[src/design/tbs_pkg.sv]
// shared constants and types for the boundary-scan test access port controller
`default_nettype none
package tbs_pkg;
    // register widths
    localparam int IR_W  = 8;
    localparam int BSR_W = 52;
    localparam int BCR_W = 3;
    localparam int ID_W  = 32;

    // reset and capture values
    localparam logic [IR_W-1:0]  IR_RESET  = 8'h81;
    localparam logic [IR_W-1:0]  IR_STATUS = 8'h81;
    localparam logic [BCR_W-1:0] BCR_RESET = 3'h2;
    localparam int               BSR_OE_HI = 51;
    localparam int               BSR_OE_LO = 48;
    localparam logic [3:0]       BSR_OE_RESET = 4'h0;

    // instruction opcodes; all but the identification code are arbitrary
    localparam logic [IR_W-1:0] OP_IDCODE   = 8'h81;
    localparam logic [IR_W-1:0] OP_BOUNDARY = 8'h82;
    localparam logic [IR_W-1:0] OP_BCR      = 8'h87;
    localparam logic [IR_W-1:0] OP_RUNTEST  = 8'h0A;
    localparam logic [IR_W-1:0] OP_BYPASS   = 8'hFF;

    // boundary-control value for parallel_signature_analysis
    localparam logic [BCR_W-1:0] BCR_PARALLEL_SIGNATURE_ANALYSIS = 3'h2;

    // consecutive high mode-select edges that must reach reset
    localparam logic [2:0] RESET_TMS_EDGES = 3'h5;

    // synchroniser vector layout
    localparam int SY_TCK = 0;
    localparam int SY_TMS = 1;
    localparam int SY_TDI = 2;
    localparam int SY_OE0 = 3;
    localparam int SY_OE1 = 4;
    localparam int SY_W   = 5;

    // controller states, one-hot
    typedef enum logic [15:0] {
        ST_RESET    = 16'h0001,
        ST_IDLE     = 16'h0002,
        ST_SEL_DR   = 16'h0004,
        ST_CAP_DR   = 16'h0008,
        ST_SHIFT_DR = 16'h0010,
        ST_EXIT1_DR = 16'h0020,
        ST_PAUSE_DR = 16'h0040,
        ST_EXIT2_DR = 16'h0080,
        ST_UPD_DR   = 16'h0100,
        ST_SEL_IR   = 16'h0200,
        ST_CAP_IR   = 16'h0400,
        ST_SHIFT_IR = 16'h0800,
        ST_EXIT1_IR = 16'h1000,
        ST_PAUSE_IR = 16'h2000,
        ST_EXIT2_IR = 16'h4000,
        ST_UPD_IR   = 16'h8000
    } tbs_state_t;

    // selected data register
    typedef enum logic [1:0] {
        DR_BYPASS = 2'h0,
        DR_BSR    = 2'h1,
        DR_BCR    = 2'h2,
        DR_ID     = 2'h3
    } tbs_dr_t;
endpackage
`default_nettype wire

[src/design/tbs_tap.sv]
// boundary-scan test access port controller with its test registers
`default_nettype none
module tbs_tap
    import tbs_pkg::*;
#(
    parameter logic [ID_W-1:0] ID_VALUE = 32'h0000_0001 // arbitrary identification value
) (
    input  wire logic                  clk,
    input  wire logic                  sys_rst,
    input  wire logic                  tck_pin,
    input  wire logic                  tms_pin,
    input  wire logic                  tms_driven,
    input  wire logic                  tdi_pin,
    input  wire logic                  tdi_driven,
    input  wire logic [1:0]            oe_n_pin,
    input  wire logic [1:0]            oe_n_driven,
    input  wire logic [BSR_W-1:0]      bsr_capture,
    output logic                       tdo_out,
    output logic                       tdo_oe,
    output logic [1:0]                 oe_n_sync,
    output tbs_pkg::tbs_state_t        tap_state,
    output logic                       test_logic_en,
    output logic [IR_W-1:0]            instr,
    output logic [BSR_W-1:0]           bsr_out,
    output logic [BCR_W-1:0]           bcr_out,
    output logic                       test_run
);
    import tbs_pkg::*;

    // instruction to data register decode, used by capture, shift and output mux
    function automatic tbs_dr_t dr_select(input logic [IR_W-1:0] op);
        case (op)
            OP_IDCODE:   dr_select = DR_ID;
            OP_BOUNDARY: dr_select = DR_BSR;
            OP_BCR:      dr_select = DR_BCR;
            default:     dr_select = DR_BYPASS; // unsupported opcodes fall to bypass
        endcase
    endfunction

    logic [SY_W-1:0]  pin_raw;
    logic [SY_W-1:0]  sync1_q;
    logic [SY_W-1:0]  sync2_q;
    logic             tck_prev_q;
    logic             tck_rise;
    logic             tck_fall;
    logic             tms_s;
    logic             tdi_s;
    tbs_state_t       state_q;
    tbs_state_t       state_d;
    tbs_dr_t          dr_sel;
    logic [IR_W-1:0]  ir_sh_q;
    logic [IR_W-1:0]  ir_q;
    logic [BSR_W-1:0] bsr_sh_q;
    logic [BSR_W-1:0] bsr_q;
    logic [BCR_W-1:0] bcr_sh_q;
    logic [BCR_W-1:0] bcr_q;
    logic [ID_W-1:0]  id_sh_q;
    logic             byp_sh_q;
    logic             tdo_q;
    logic             tdo_oe_q;
    logic             run_q;
    logic             dr_lsb;
    logic [2:0]       tms_cnt_q;

    // pull-ups: an undriven pin reads high before it is synchronised
    assign pin_raw[SY_TCK] = tck_pin;
    assign pin_raw[SY_TMS] = tms_driven ? tms_pin : 1'b1;
    assign pin_raw[SY_TDI] = tdi_driven ? tdi_pin : 1'b1;
    generate
        for (genvar g = 0; g < 2; g++) begin : g_oe_pull
            assign pin_raw[SY_OE0+g] = oe_n_driven[g] ? oe_n_pin[g] : 1'b1;
        end
    endgenerate

    // two-flop synchronisers; the first stage feeds only the second
    always_ff @(posedge clk) begin
        if (sys_rst) begin
            sync1_q <= '1;
            sync2_q <= '1;
        end else begin
            sync1_q <= pin_raw;
            sync2_q <= sync1_q;
        end
    end

    // test-clock edge detection on the synchronised copy
    always_ff @(posedge clk) begin
        if (sys_rst) begin
            tck_prev_q <= 1'b1;
        end else begin
            tck_prev_q <= sync2_q[SY_TCK];
        end
    end

    assign tck_rise  = sync2_q[SY_TCK] & ~tck_prev_q;
    assign tck_fall  = ~sync2_q[SY_TCK] & tck_prev_q;
    assign tms_s     = sync2_q[SY_TMS];
    assign tdi_s     = sync2_q[SY_TDI];
    assign oe_n_sync = {sync2_q[SY_OE1], sync2_q[SY_OE0]};
    assign dr_sel    = dr_select(ir_q);

    // next-state graph; select, capture, exit and update states last one clock
    always_comb begin
        case (state_q)
            ST_RESET:    state_d = tms_s ? ST_RESET    : ST_IDLE;
            ST_IDLE:     state_d = tms_s ? ST_SEL_DR   : ST_IDLE;
            ST_SEL_DR:   state_d = tms_s ? ST_SEL_IR   : ST_CAP_DR;
            ST_CAP_DR:   state_d = tms_s ? ST_EXIT1_DR : ST_SHIFT_DR;
            ST_SHIFT_DR: state_d = tms_s ? ST_EXIT1_DR : ST_SHIFT_DR;
            ST_EXIT1_DR: state_d = tms_s ? ST_UPD_DR   : ST_PAUSE_DR;
            ST_PAUSE_DR: state_d = tms_s ? ST_EXIT2_DR : ST_PAUSE_DR;
            ST_EXIT2_DR: state_d = tms_s ? ST_UPD_DR   : ST_SHIFT_DR;
            ST_UPD_DR:   state_d = tms_s ? ST_SEL_DR   : ST_IDLE;
            ST_SEL_IR:   state_d = tms_s ? ST_RESET    : ST_CAP_IR;
            ST_CAP_IR:   state_d = tms_s ? ST_EXIT1_IR : ST_SHIFT_IR;
            ST_SHIFT_IR: state_d = tms_s ? ST_EXIT1_IR : ST_SHIFT_IR;
            ST_EXIT1_IR: state_d = tms_s ? ST_UPD_IR   : ST_PAUSE_IR;
            ST_PAUSE_IR: state_d = tms_s ? ST_EXIT2_IR : ST_PAUSE_IR;
            ST_EXIT2_IR: state_d = tms_s ? ST_UPD_IR   : ST_SHIFT_IR;
            ST_UPD_IR:   state_d = tms_s ? ST_SEL_DR   : ST_IDLE;
            default:     state_d = ST_RESET; // a corrupted code recovers to reset
        endcase
    end

    // state register moves only on a rising test-clock edge
    always_ff @(posedge clk) begin
        if (sys_rst) begin
            state_q <= ST_RESET;
        end else if (tck_rise) begin
            state_q <= state_d;
        end
    end

    // instruction shift stage: fixed status on capture, shift toward the lsb
    always_ff @(posedge clk) begin
        if (sys_rst) begin
            ir_sh_q <= IR_RESET;
        end else if (tck_rise && state_q == ST_CAP_IR) begin
            ir_sh_q <= IR_STATUS;
        end else if (tck_rise && state_q == ST_SHIFT_IR) begin
            ir_sh_q <= {tdi_s, ir_sh_q[IR_W-1:1]};
        end
    end

    // current instruction; updates on the falling edge inside update-ir
    always_ff @(posedge clk) begin
        if (sys_rst || state_q == ST_RESET) begin
            ir_q <= IR_RESET;
        end else if (tck_fall && state_q == ST_UPD_IR) begin
            ir_q <= ir_sh_q;
        end
    end

    // data shift stages: capture on the edge leaving capture-dr, shift only
    // the register that the instruction selects
    always_ff @(posedge clk) begin
        if (sys_rst) begin
            bsr_sh_q <= '0;
            bcr_sh_q <= BCR_RESET;
            id_sh_q  <= ID_VALUE;
            byp_sh_q <= 1'b0;
        end else if (tck_rise && state_q == ST_CAP_DR) begin
            case (dr_sel)
                DR_BSR:  bsr_sh_q <= bsr_capture;
                DR_BCR:  bcr_sh_q <= bcr_q;
                DR_ID:   id_sh_q  <= ID_VALUE;
                default: byp_sh_q <= 1'b0;
            endcase
        end else if (tck_rise && state_q == ST_SHIFT_DR) begin
            case (dr_sel)
                DR_BSR:  bsr_sh_q <= {tdi_s, bsr_sh_q[BSR_W-1:1]};
                DR_BCR:  bcr_sh_q <= {tdi_s, bcr_sh_q[BCR_W-1:1]};
                DR_ID:   id_sh_q  <= {tdi_s, id_sh_q[ID_W-1:1]};
                default: byp_sh_q <= tdi_s;
            endcase
        end
    end

    // boundary shadow in one process: the output-control cells reload in reset,
    // the rest have no reset value and are cleared by sys_rst only for simulation
    always_ff @(posedge clk) begin
        if (sys_rst) begin
            bsr_q[BSR_OE_HI:BSR_OE_LO] <= BSR_OE_RESET;
            bsr_q[BSR_OE_LO-1:0]       <= '0;
        end else if (state_q == ST_RESET) begin
            bsr_q[BSR_OE_HI:BSR_OE_LO] <= BSR_OE_RESET;
        end else if (tck_fall && state_q == ST_UPD_DR && dr_sel == DR_BSR) begin
            bsr_q <= bsr_sh_q;
        end
    end

    // control shadow reloads every clock while the controller sits in reset
    always_ff @(posedge clk) begin
        if (sys_rst || state_q == ST_RESET) begin
            bcr_q <= BCR_RESET;
        end else if (tck_fall && state_q == ST_UPD_DR && dr_sel == DR_BCR) begin
            bcr_q <= bcr_sh_q;
        end
    end

    // least significant bit of the selected data register
    always_comb begin
        case (dr_sel)
            DR_BSR:  dr_lsb = bsr_sh_q[0];
            DR_BCR:  dr_lsb = bcr_sh_q[0];
            DR_ID:   dr_lsb = id_sh_q[0];
            default: dr_lsb = byp_sh_q;
        endcase
    end

    // serial output changes only on falling edges, giving the tester half a
    // period of settled data before its own rising-edge capture
    always_ff @(posedge clk) begin
        if (sys_rst) begin
            tdo_q    <= 1'b1;
            tdo_oe_q <= 1'b0;
        end else if (tck_fall) begin
            tdo_oe_q <= (state_q == ST_SHIFT_DR) || (state_q == ST_SHIFT_IR);
            if (state_q == ST_SHIFT_IR) begin
                tdo_q <= ir_sh_q[0];
            end else if (state_q == ST_SHIFT_DR) begin
                tdo_q <= dr_lsb;
            end
        end
    end

    // the chosen test operation runs only while idling under the run instruction
    always_ff @(posedge clk) begin
        if (sys_rst) begin
            run_q <= 1'b0;
        end else begin
            run_q <= (state_q == ST_IDLE) && (ir_q == OP_RUNTEST);
        end
    end

    assign tdo_out       = tdo_q;
    assign tdo_oe        = tdo_oe_q;
    assign tap_state     = state_q;
    assign test_logic_en = (state_q != ST_RESET);
    assign instr         = ir_q;
    assign bsr_out       = bsr_q;
    assign bcr_out       = bcr_q;
    assign test_run      = run_q;

    // helper: run of consecutive rising edges with mode-select high
    always_ff @(posedge clk) begin
        if (sys_rst) begin
            tms_cnt_q <= '0;
        end else if (tck_rise) begin
            if (!tms_s) begin
                tms_cnt_q <= '0;
            end else if (tms_cnt_q != RESET_TMS_EDGES) begin
                tms_cnt_q <= tms_cnt_q + 3'h1;
            end
        end
    end
endmodule
`default_nettype wire

[config.mk]
export PLATFORM = sky130hd
export DESIGN_NAME = tbs_tap
export DESIGN_NICKNAME = d
export VERILOG_FILES = /design/src/design/tbs_pkg.sv /design/src/design/tbs_tap.sv
export SDC_FILE = /design/constraint.sdc
export NUM_CORES = 1
export LEC_CHECK = 0
export BUFFER_PORTS_ARGS = -buffer_cell sky130_fd_sc_hd__buf_4
export CORE_MARGIN = 2
export CORE_UTILIZATION = 38
export DETAILED_ROUTE_END_ITERATION = 8
export PLACE_DENSITY_LB_ADDON = 0.2
export SLEW_MARGIN = 20
export SYNTH_ARGS = -nofsm -noshare
export SYNTH_HDL_FRONTEND = slang
export SYNTH_SLANG_ARGS = --single-unit
export TNS_END_PERCENT = 20
[constraint.sdc]
create_clock -name clk -period 4.75 [get_ports clk]
set_input_delay 0.475 -clock clk [delete_from_list [all_inputs] [get_ports clk]]
set_output_delay 0.475 -clock clk [all_outputs]
set_load 0.03 [all_outputs]
Word-level counts from Yosys, hierarchy flattened
Index checks and enable logic that the tools add are counted.
- equal/unequal tests: 26
- muxes and demuxes: 33
- reductions and logical operators: 29
- bitwise operators: 9
- operators with widths (kind ; number):
    2-to-1 mux 52 bit ; 4
    case mux 16 bit (12 select lines) ; 1
    2-to-1 mux 32 bit ; 4
    2-to-1 mux 16 bit ; 2
    == test 8 bit, second input constant ; 3
    2-to-1 mux 9 bit ; 2
    == test 16 x 1 -> 1 bit, second input constant ; 1
    == test 16 x 10 -> 1 bit, second input constant ; 1
    == test 16 x 11 -> 1 bit, second input constant ; 1
    == test 16 x 12 -> 1 bit, second input constant ; 1
    == test 16 x 13 -> 1 bit, second input constant ; 1
    == test 16 x 14 -> 1 bit, second input constant ; 1
    == test 16 x 15 -> 1 bit, second input constant ; 1
    == test 16 bit, second input constant ; 1
    == test 16 x 2 -> 1 bit, second input constant ; 1
    == test 16 x 3 -> 1 bit, second input constant ; 1
    == test 16 x 4 -> 1 bit, second input constant ; 1
    == test 16 x 5 -> 1 bit, second input constant ; 1
    == test 16 x 6 -> 1 bit, second input constant ; 1
    == test 16 x 7 -> 1 bit, second input constant ; 1
    == test 16 x 8 -> 1 bit, second input constant ; 1
    == test 16 x 9 -> 1 bit, second input constant ; 1
    != test 16 x 1 -> 1 bit, second input constant ; 1
    OR reduction 2 bit ; 8
    other kinds (23) ; 56
- flip-flop bits (word level): 189
- output and inout port bits: 85
- input bits: 63
- word-level logic and storage cells: 117

Depth between registers and ports, before layout
Gate-level depths: netlist of run 1.
- word-level depth: 7
- depth in mapped cells: 9
- depth with buffers taken out: 5

Worst setup path after synthesis of run 1
OpenSTA, ideal clock, no wires.
- path kind: register to register
- start point: reg state_q[0] (netlist: tap_state[0])
- end point: reg bsr_sh_q[35]
- required time: 4610 ps
- arrival time: 2276 ps
- path buffers: 4
- period minus slack after synthesis: 2416 ps
- path slack: 2334 ps
- stages on the path, launching flop included: 9
- setup time: 140 ps
- cells stage by stage: dfxtp_1 > buf_2 > or4_1 > buf_2 > or2_4 > nor4_4 > buf_4 > buf_2 > a211oi_1
- longest elaborated chain between the ends: 4
- elaborated cells on any way between the ends: 7
- those cells by class: 2 x eq/ne; 1 x mux; 4 x reduce/logical
- ends and longest elaborated chain (item ; RTL line ; RTL):
    start: declaration ; tbs_tap.sv:48 ; tbs_state_t state_q;
    start signal: assignment ; tbs_tap.sv:130 ; state_q <= state_d;
    == test 16 x 4 -> 1 bit / == test 16 x 5 -> 1 bit (equally long branches) ; tbs_tap.sv:162, tbs_tap.sv:169 ;
    logical AND 1 bit (on tied branches) ; tbs_tap.sv:162, tbs_tap.sv:169 ;
    nonzero test 2 bit (no source line) ; - ;
    AND reduction 2 bit (no source line) ; - ;
    end signal: assignment ; tbs_tap.sv:164 ; DR_BSR: bsr_sh_q <= bsr_capture;
    end signal: assignment ; tbs_tap.sv:171 ; DR_BSR: bsr_sh_q <= {tdi_s, bsr_sh_q[BSR_W-1:1]};
    end: declaration ; tbs_tap.sv:53 ; logic [BSR_W-1:0] bsr_sh_q;
Parallel ways exist; a longest one is shown, timed or not.
A chain may end at the register's enable or synchronous reset.

Worst setup path after layout of run 1
- start point: reg state_q[2] (netlist: tap_state[2])
- end point: reg bsr_sh_q[11]
The elaborated chain is that of the path after synthesis.

==> run summary, run 1 <==
The run finished with clean final reports. The layout cell share with drive strength beyond 1 came out at between 20% and 30%. Data on the critical path arrives at its endpoint at 3.39 ns. The count of nets after finishing came out at 1069. The number of max-cap violations is 0. Sorting the synthesized cells by area gives the leading types as dfxtp_1 (48%), mux2i_1 (8.6%), nand2_1 (7.8%), a21oi_1 (5.7%), nor2_1 (4.1%). Setup repair after global routing left no endpoint under its margin.

The count of input and output buffers is between 100 and 150. The cell sitting at the root of the clock tree is a clkbuf_16. Global routing consumed, over all layers together, between 10% and 20% of the routing resources. The synthesized netlist cell count came out at 910. The combined buffer and inverter count along the critical path is 1. In the final timing run, aggregate negative setup slack is 0 ns.

The static leakage power came out at roughly 3.3 nW. The floorplan step defined a core boundary enclosing 20360 um^2. The tightest min-delay check is of the primary input to register type. In the routed design, unresolved DRC markers number 0. The overall die width is between 100 and 150 um. The number of buffers inserted to repair setup after CTS is 0. The total overflow left after global routing is 0. The total number of clock tree sinks came out at roughly 190. The final count of pins violating max slew came out at 0. The final weighted congestion of routability-driven global placement came out at 0.8195. The repair_antennas step left the layout with diodes totalling 0. Once the floorplan was initialized, standard cells occupied between 30% and 40% of the core.

The ratio of routed vias to standard cells is between 5 and 6. The count of nets left with antenna violations after detail routing is 0. The clock buffer count from CTS came out at 17.

From bottom edge to top edge, the die measures approximately 150 um. The number of rows created at floorplan came out at 52. For this design the top-level I/O count stands at 148. Leaving out fill and tap cells, the most frequent cell in the layout is dfxtp_1. The largest net degree at the start of global routing is 105.

The detailed-router iteration count before antenna repair came out at 6. The clock transition at the registers of the reported paths came out at 0.07 ns. The count of H-tree levels built during CTS is 4. The wire-length estimate of the detail-placed layout is 13.11 mm. The sequential-to-total area share from yosys stat came out at ~48%.

The final period utilization came out at ~66%. The type of the setup path with the least slack is register to register. The top cell types in the final layout, fill and taps aside, are dfxtp_1 (189), nand2_1 (164), buf_4 (153). The maximum fanout encountered on the critical timing path is 37.

The worst setup path is launched from a register. Power spread over the standard cell area amounts to approximately 320 nW/um^2. The number of nets in the synthesized netlist came out at 973. The cell area after synthesis came out at 7931 um^2. For this block, the routed nets add up to 20.01 mm of wire. The pre-CTS worst setup slack came out at roughly 1.7 ns. The worst clock skew on the final layout is just over 0.01 ns. The area share of the largest cell type after synthesis is about 48%. The count of placed standard cells including taps came out at ~1300. After synthesis, the netlist uses slightly below 60 different library cells. The post-synthesis async set-or-reset flop share came out at 0%. The count of endpoints failing setup in the final report is 0. The signal on the critical path passes through or4_1, nor4b_4, and2_4, buf_4, mux2i_1, a211oi_1.

For this run, the number of Yosys warnings is 0. For this block, the initial DRC count from the detailed router was between 400 and 500. For this run, the slowest stage of the critical path takes 0.69 ns. The floorplan die area is about 22000 um^2.

The later-pin clock latency in the skew report is between 0.4 and 0.5 ns. The global-route wire length before repair came out at between 30 and 40 mm. Dividing the detail-routed wire length by the instance count gives roughly 16 um. The highest ir drop seen on vdd came out at approximately 0.24 mV. The final count of hold timing violations came out at 0. The post-layout minimum cycle time is around 3.1 ns.

The worst-case headroom to the max-slew limit is ~30%. The final worst-path setup slack came out at 1.627 ns. TritonCTS built the clock tree. After the flow finishes, the layout carries non-filler instances totaling between 1000 and 1500.

The slowest stage of the critical path is the or4_1 cell. The signed area change from the synthesized netlist to the final layout is 21.36%. Counting flops with a built-in enable in the synthesized netlist gives 0. The required time of the critical path came out at 5.01 ns. The maximum clock frequency is between 300 and 400 MHz.

At the pin with the least slew margin, the transition time is 1.054 ns. The worst setup path is captured at a register. The clock tree buffer depth came out at 2.

The number of antenna violations at the first check in global routing is 0. The routed layout has between 6000 and 7000 vias. The cts-stage hold buffer count came out at 0. The dominant delay contributor by cell family on the critical path is simple AND/OR/NAND/NOR gates. The most used flip-flop cell after synthesis is dfxtp_1. The number of instances resized during post-cts repair came out at 0.

Dividing the synthesized area by the synthesized cell count gives roughly 8.7 um^2. Summed over all instances, the cell type with the most area after synthesis is dfxtp_1. The via count of the first global-routing pass came out at 6297.

The flip-flop and latch count after synthesis is 189.
==> power by group <==
part           total (mW)  leakage (nW)  switching (mW)  internal (mW)
clock                1.42         0.280           0.672          0.743
sequential           1.59          1.52         0.00226           1.59
combinational      0.0817          1.53          0.0427         0.0391
total                3.09          3.34           0.717           2.37
==> cell usage after synthesis (8+ instances only) <==
cell / count
nand2_1: 165
a211oi_1: 42
nor2_1: 87
buf_2: 17
dfxtp_1: 189
mux2i_1: 68
a21oi_1: 91
or2_2: 8
o21ai_0: 8
nor3_1: 13
clkbuf_1: 48
a211oi_2: 10
inv_1: 9
nand3_1: 45
nand4_1: 11
==> layer usage <==
metal  track usage, %  part of all wire, %
met1            25.15                   48
met2            29.17                   46
met3            4.908                  5.2
met4            4.000                 0.98
met5                0                    0
==> cell families after synthesis <==
| kind of cell | share of synthesized area (%) |
|---|---|
| xor+xnor | 1.215 |
| compound gates | 14.66 |
| buf+inv | 5.237 |
| flops | 47.70 |
| simple gates | 22.46 |
| mux | 8.724 |
==> metrics by stage <==
step	instance area (um^2)	util (%)	hold WS, ns	total power [mW]
after floorplan	7931	-	0.3895	1.656
after global placement	9044	44.41	0.3918	1.709
after detailed placement	9044	44.41	0.3967	1.708
after CTS	9622	47.25	0.2049	3.121
after global routing	9625	47.27	0.2011	3.191
final	9625	47.27	0.2193	3.085
==> path summary, 6_finish.rpt <==
check,start,endpoint,slack (ns),depth (start not counted)
setup / recovery,tap_state[2]$_SDFFE_PP0P_,bsr_sh_q[11]$_SDFFE_PP0P_,1.63,6
hold / removal,tck_pin,sync1_q[0]$_SDFF_PP1_,0.22,2
setup reg to reg,tap_state[2]$_SDFFE_PP0P_,bsr_sh_q[11]$_SDFFE_PP0P_,1.63,6
hold reg to reg,sync1_q[4]$_SDFF_PP1_,sync2_q[4]$_SDFF_PP1_,0.41,1
==> state kept, by name, indices dropped and copies added (netlist names) <==
name,cells
bcr_out,3
bcr_sh_q,3
bsr_out,52
bsr_sh_q,52
byp_sh_q,1
id_sh_q,32
instr,8
ir_sh_q,8
sync1_q,5
sync2_q,5
tap_state,16
tck_prev_q,1
tdo_oe,1
tdo_out,1
test_run,1
==> area by class of cell <==
cell class | instances | area [um^2]
fillers | 2047 | 10740
clock inverters | 14 | 152.6
inverters | 9 | 33.78
multi-input cells | 636 | 3744
well taps | 270 | 337.8
flip-flops and latches | 189 | 3784
repair buffers | 153 | 1149
clock buffers | 17 | 425.4
No activity file was read; power rests on OpenSTA's default activity.
==> inputs of run 2 (changes only) <==
Clock period 4.75 ns to 2.54 ns, I/O delays scaled along.
==> run summary, run 2 (same netlist as run 1, synthesis figures left out) <==
The fill cell instance count of the final layout is 1956. The half-perimeter wire length of the detailed placement result is about 14 mm. The arrival time reported for the critical path endpoint came out at approximately 2.1 ns. The total routing usage reported by global routing is a little under a fifth. The type of the setup path with the least slack is register to output port.

The flow ran to the end, and the final reports show no timing, DRC or antenna violations. The worst stage delay on the critical path is roughly 0.54 ns. The sequential cell area in the final layout is between 3000 and 4000 um^2. The final count of pins violating max slew came out at 0. Traced cell by cell, the critical path runs through buf_4, nor4_4, and4b_2, inv_1, buf_4. The die is roughly 150 um tall. Setup violations remaining at the end of the flow were counted as 0.

The first routing iteration left approximately 400 violations. The number of antenna violations at the first check in global routing is 0. The signed area change from the synthesized netlist to the final layout is 28.25%. TritonCTS built the clock tree.

The largest net degree at the start of global routing came out at 67. The final weighted congestion of routability-driven global placement came out at 0.8648. The final instance count without filler cells came out at ~1300. The maximum fanout encountered on the critical timing path came out at 9.

The routed layout has ~6800 vias. The count of input and output buffers is 147. The cell occurring most often along the worst timing path is buf_4. VDD sags by at most between 0.4 and 0.5 mV.

The post-layout minimum cycle time came out at 2.365 ns. Grouping stages by cell kind, the critical path spends the most delay in simple AND/OR/NAND/NOR gates. The clock arrives with between 0.015 and 0.02 ns of skew. The I/O pin count is ~150. The count of nets after finishing is 1115. The initialized floorplan defines between 50 and 60 standard-cell rows. Counting both buffers and inverters, the worst setup path holds a total of 3.

The clock buffer count from CTS is 17. Of the cells placed in the final design, the portion with a size suffix greater than 1 is 24.13%. Setup repair after global routing left no endpoint under its margin. The overall die width came out at 148.5 um.

Dividing the detail-routed wire length by the instance count gives approximately 15 um. The via count of the first global-routing pass is roughly 6300. For the pin with the worst max-slew slack, the measured transition is between 0.7 and 0.8 ns. The ratio of routed vias to standard cells came out at 5.116. Global routing finished with a remaining overflow of 0. The total power per unit cell area is a little under 600 nW/um^2.

The first global-routing pass estimated 32.84 mm of wire. The final layout contains routed wiring with a total length of a little over 20 mm. The analysis attributes to cell leakage a power of approximately 3.6 nW.

The total number of clock tree sinks came out at between 150 and 200. After routing, the total negative slack on setup checks comes to 0 ns. The maximum clock frequency came out at 422.8 MHz. The total area inside the core boundary comes to about 20000 um^2. In the routed design, unresolved DRC markers number 0. After clock tree synthesis, the clock-pin slew on the worst setup and hold paths is around 0.07 ns. The pre-CTS worst setup slack came out at around 0.14 ns. The clock reaches the later pin of the worst-skew pair after around 0.45 ns.

The number of max-cap violations came out at 0. The floorplan die area is between 20000 and 25000 um^2. The final period utilization is 93.13%. The tightest min-delay check is of the primary input to register type. The final count of hold timing violations is 0. The count of placed standard cells including taps came out at between 1000 and 1500. The H-tree generated during clock tree synthesis spans 4 levels. The most common library cell in the layout ignoring fill and taps is dfxtp_1. The capturing element type of the critical path is an output port. The library cells used most frequently in the layout, excluding fill and tap cells, are dfxtp_1 (189), buf_4 (181), nand2_1 (165). The area of the multi-input gates is 3752 um^2. The clock passes through at most 2 buffers. STA puts the critical path data required time at around 2.3 ns.

The startpoint class of the critical path is a register. The cell with the biggest individual delay on the critical path is nor4_4. The root buffer cell chosen for the clock tree is clkbuf_16. The initial cell density of the core is 38.95%. Once detail routing completed, the nets flagged for antenna violations numbered 0. The worst-case headroom to the max-slew limit came out at slightly below 50%. The final worst-path setup slack came out at 0.1746 ns. The number of diodes added for antenna fixing is 0.

The detailed-router iteration count before antenna repair is 5.
run 2: worst reg2reg max path, stage by stage, from the launching register on:
cell and delay, ns:
dfxtp_1 0.31, or4_1 0.68, nor4b_4 0.32, and2_4 0.25, buf_4 0.29, mux2i_1 0.26
a211oi_1 0.09
run 2: path summary, 6_finish.rpt:
path / start / endpoint / slack, ns / cells after the start
hold reg to reg: sync1_q[0]$_SDFF_PP1_ / sync2_q[0]$_SDFF_PP1_ / 0.41 / 1
setup / recovery: tap_state[2]$_SDFFE_PP0P_ / test_logic_en / 0.17 / 5
setup reg to reg: tap_state[0]$_SDFFE_PP1P_ / bsr_sh_q[10]$_SDFFE_PP0P_ / 0.22 / 6
hold / removal: tdi_pin / sync1_q[2]$_SDFF_PP1_ / 0.02 / 3
run 2: routing by layer:
layer / wire (um) / share of wire (%) / vias up / GRT usage [%]
met5: 0 / 0 / - / 0
met4: 269 / 1.3 / 0 / 5.333
met3: 1155 / 5.6 / 25 / 4.264
met2: 9348 / 45 / 165 / 28.43
met1: 9802 / 48 / 3190 / 26.00
li1: - / - / 3450 / -
run 2: what timing repair did:
| item | 4_1_cts | 5_1_grt |
|---|---|---|
| endpoints found under the hold margin | 5 | 1 |
| hold buffers | 7 | 1 |
| setup endpoints to repair | 1 | 1 |
| pin swaps | 1 | 0 |
| gates resized for setup | 2 | 1 |
| setup buffers | 1 | 0 |
run 2: final cells by class:
| type | instances | area share (%) |
|---|---|---|
| sequential | 189 | 37.20 |
| clock inverter | 15 | 1.968 |
| clock buffer | 17 | 4.182 |
| timing repair buffer | 199 | 16.11 |
| tap | 270 | 3.321 |
| multi-input combinational | 636 | 36.89 |
| inverter | 9 | 0.3321 |
run 2: report_power, final:
group,internal (mW),leakage [nW],switching (mW)
combinational,0.0842,1.79,0.0824
sequential,2.97,1.52,0.00374
clock,1.51,0.300,1.31
run 2: through the flow:
step | hold slack (ns) | util (%) | power, mW | area (um^2)
floorplan | 0.3397 | - | 3.096 | 7931
global placement | 0.3915 | 46.39 | 3.200 | 9447
detailed placement | 0.3928 | 46.39 | 3.198 | 9447
CTS | 0.0009650 | 49.90 | 5.993 | 10160
global route | 0.01494 | 49.95 | 6.145 | 10170
finish | 0.02048 | 49.95 | 5.957 | 10170
==> inputs of run 3 (changes only) <==
Settings changed: ABC_AREA from default to 1.
==> run summary, run 3 <==
The flow ran to the end, and the final reports show no timing, DRC or antenna violations. The number of warning messages in the yosys log came out at 0. Along the worst path, the maximum fanout reaches 52. The die covers ~23000 um^2.

The later-pin clock latency in the skew report came out at 0.43 ns. After detailed routing, the average wire length per cell comes to ~13 um. The DRC marker count from the first detailed-route iteration is 491.

During I/O placement, the number of pins put on the boundary was about 150. The type of the setup path with the least slack is register to register. The number of enable flip-flop cells after synthesis is 0. Compared with the post-synthesis result, the final layout area differs by 23.53%.

The count of H-tree levels built during CTS came out at 4. The total met2 wirelength after detailed routing is roughly 9.1 mm. The actual slew at the worst max-slew pin came out at between 0.8 and 0.9 ns. The global-route congestion overflow total came out at 0.

The final count of hold timing violations came to 0. The leading register cell type out of synthesis is dfxtp_1. Sorting the synthesized cells by area gives the leading types as dfxtp_1 (47%), nand2_1 (12%), nor2_1 (9.3%), o21ai_0 (7.8%), nor2_2 (4.4%).

The detailed-routing wirelength on met1 came out at 9.862 mm. The static leakage power is between 4 and 5 nW. Clock-pin slew was measured on the worst setup and hold paths at 0.08 ns. Yosys instantiated no cell more often than nand2_1. The switching power summed over all nets came out at around 1.4 mW.

The clock buffer count from CTS is 17. Dividing total power by cell area gives a power density of 602.5 nW/um^2. The met3 wirelength from detailed routing came out at 918 um. The number of nets in the synthesized netlist came out at about 1200. The detailed-router iteration count before antenna repair is 5. Net switching is between 20 and 25% of the power.

The count of endpoints failing setup in the final report came out at 0. The highest ir drop seen on vdd came out at 0.4423 mV. Setup repair after global routing left no endpoint under its margin.

The final period utilization came out at a little under 90%. STA classifies the critical path endpoint as a register. The internal cell power is roughly 4.7 mW. The initial cell density of the core came out at roughly two fifths. The number of remaining DRC errors is 0. The number of antenna violations at the first check in global routing is 0. The final count of pins violating max slew came out at 0.

The ratio of routed vias to standard cells is 4.772. The global-route wire length before repair came out at between 30 and 40 mm. The post-synthesis async set-or-reset flop share came out at 0%. The biggest area contributor in the post-synthesis netlist is dfxtp_1. The via count of the first global-routing pass is 6756. The count of input and output buffers is 147. The worst clock skew on the final layout came out at 0.01072 ns. STA puts the critical path data arrival time at approximately 2.5 ns. TritonCTS built the clock tree. The maximum clock frequency is about 450 MHz. Leaving out fill and tap cells, the most frequent cells in the layout are nand2_1 (268), nor2_1 (200), dfxtp_1 (189). The post-layout minimum cycle time is approximately 2.2 ns. Row generation in the floorplan step produced 53 rows. Combinational logic is responsible for between 3 and 4% of the overall power. Leaving out fill and tap cells, the most frequent cell in the layout is nand2_1. The net count of the finished layout is 1309.

The final worst-path setup slack is around 0.33 ns. The area share of the largest cell type after synthesis is about 47%. The flip-flop and latch count after synthesis came out at about 190. The total number of clock tree sinks is ~190.

The worst-case headroom to the max-slew limit is a little over two fifths. The clock group share of total power is ~48%. The required time of the critical path is 2.87 ns.

The final sum of negative setup slack came out at 0 ns. The clock tree buffer depth came out at 2. The cell area after synthesis is about 8100 um^2. The overall die width came out at approximately 150 um.

The number of max-cap violations came out at 0. The sequential group share of total power is 49.2%. The share of the Yosys chip area taken by registers is 46.66%. The synthesized netlist cell count is ~1100.

The pre-CTS worst setup slack came out at ~0.32 ns. The worst setup path is launched from a register. The count of nets left with antenna violations after detail routing came out at 0. From bottom edge to top edge, the die measures between 150 and 200 um. In this run the cell area measured after placement is between 9000 and 10000 um^2.

The overall via count from detail_route came out at roughly 7300. The core region area is roughly 21000 um^2. Routability-driven placement finished with a final weighted congestion of 0.8430. Of the cells placed in the final design, the portion with a size suffix greater than 1 is ~22%. In the synthesized netlist, the cells that appear most often are nand2_1 (268), nor2_1 (200), dfxtp_1 (189).

The type of the most critical hold path is primary input to register. The final routed wirelength across all metal layers came out at roughly 20 mm. Entering global routing, the biggest net connects 75 pins. The post-synthesis average cell area is 7.208 um^2.

The number of library cell types mapped by synthesis came out at 28. The number of diodes added for antenna fixing is 0. The cell area after layout is roughly 10000 um^2.

The detailed router used layers up to and including met4. In the global route stage, overall resource usage came out at between 10% and 20%. The CTS root buffer is clkbuf_16. The HPWL after detailed placement is roughly 13 mm.
run 3: cell types whose count changed in the layout (fill, tap and decap cells not counted), moves of 21 or more:
cell / delta
nor2_1: +114
nor2_2: +56
o21ai_0: +118
mux2i_1: -68
a21oi_1: -26
nand2_1: +103
inv_1: +38
buf_4: -21
nand3_1: -22
nand4_1: +26
a211oi_1: -42
run 3: kinds of logic after synthesis:
kind of cell,count (synthesis),share of synthesized area [%]
AOI/OAI and AO/OA,197,12.22
buffers and inverters,119,7.375
DFF,189,46.66
and+or+nand+nor,620,33.74
run 3: final cells by class:
cell class              instances  area (um^2)
fillers                      2197        10940
well taps                     275        344.1
repair buffers                169         1321
flip-flops and latches        189         3784
multi-input cells             817         3735
inverters                      52        198.9
clock inverters                14        195.2
clock buffers                  18        439.2
run 3: worst paths after layout:
kind / slack [ns] / cells past startpoint / from / to
worst max-delay path: 0.33 / 9 / instr[1]$_SDFFE_PP0P_ / bsr_sh_q[39]$_SDFFE_PP0P_
worst min-delay path: 0.02 / 2 / tms_pin / sync1_q[1]$_SDFF_PP1_
worst max register to register: 0.33 / 9 / instr[1]$_SDFFE_PP0P_ / bsr_sh_q[39]$_SDFFE_PP0P_
worst min register to register: 0.41 / 1 / sync1_q[4]$_SDFF_PP1_ / sync2_q[4]$_SDFF_PP1_
run 3: critical path, stage by stage (launching register included):
cell and delay [ns]:
dfxtp_1 0.37, inv_1 0.08, nor2_1 0.12, nand2_1 0.07
nor2_1 0.31, inv_1 0.21, nor2_8 0.32, inv_4 0.34
nor2_2 0.18, nor2_1 0.06
run 3: repair_timing:
item	4_1_cts	5_1_grt
resized for setup	0	0
hold buffers	6	0
endpoints found under the hold margin	3	0
buffers inserted	0	0
run 3: power groups by stage:
stage          Combinational [mW]  Clock, mW  Sequential (mW)
5_1_grt                     0.205       3.08             2.97
4_1_cts                     0.188       2.94             2.97
2_1_floorplan              0.0733          0             3.04
6_report                    0.185       2.88             2.97
3_5_place_dp                0.181          0             3.04
3_3_place_gp                0.182          0             3.04
run 3: per-layer routing:
metal  global-route usage (%)  vias to the layer above
met5                        0                        -
met4                    5.896                        0
met3                    3.567                       27
met2                    28.93                      150
met1                    24.71                     3293
li1                         -                     3851
run 3: metrics by stage:
step / cells / util (%) / hold slack, ns / power (mW)
finish: 1534 / 47.80 / 0.01622 / 6.035
global route: 1534 / 47.80 / 0.007524 / 6.252
CTS: 1534 / 47.80 / 0.005434 / 6.098
detailed placement: 1496 / 44.49 / 0.3952 / 3.221
global placement: 1496 / 44.49 / 0.3900 / 3.221
floorplan: 1125 / - / 0.3402 / 3.113
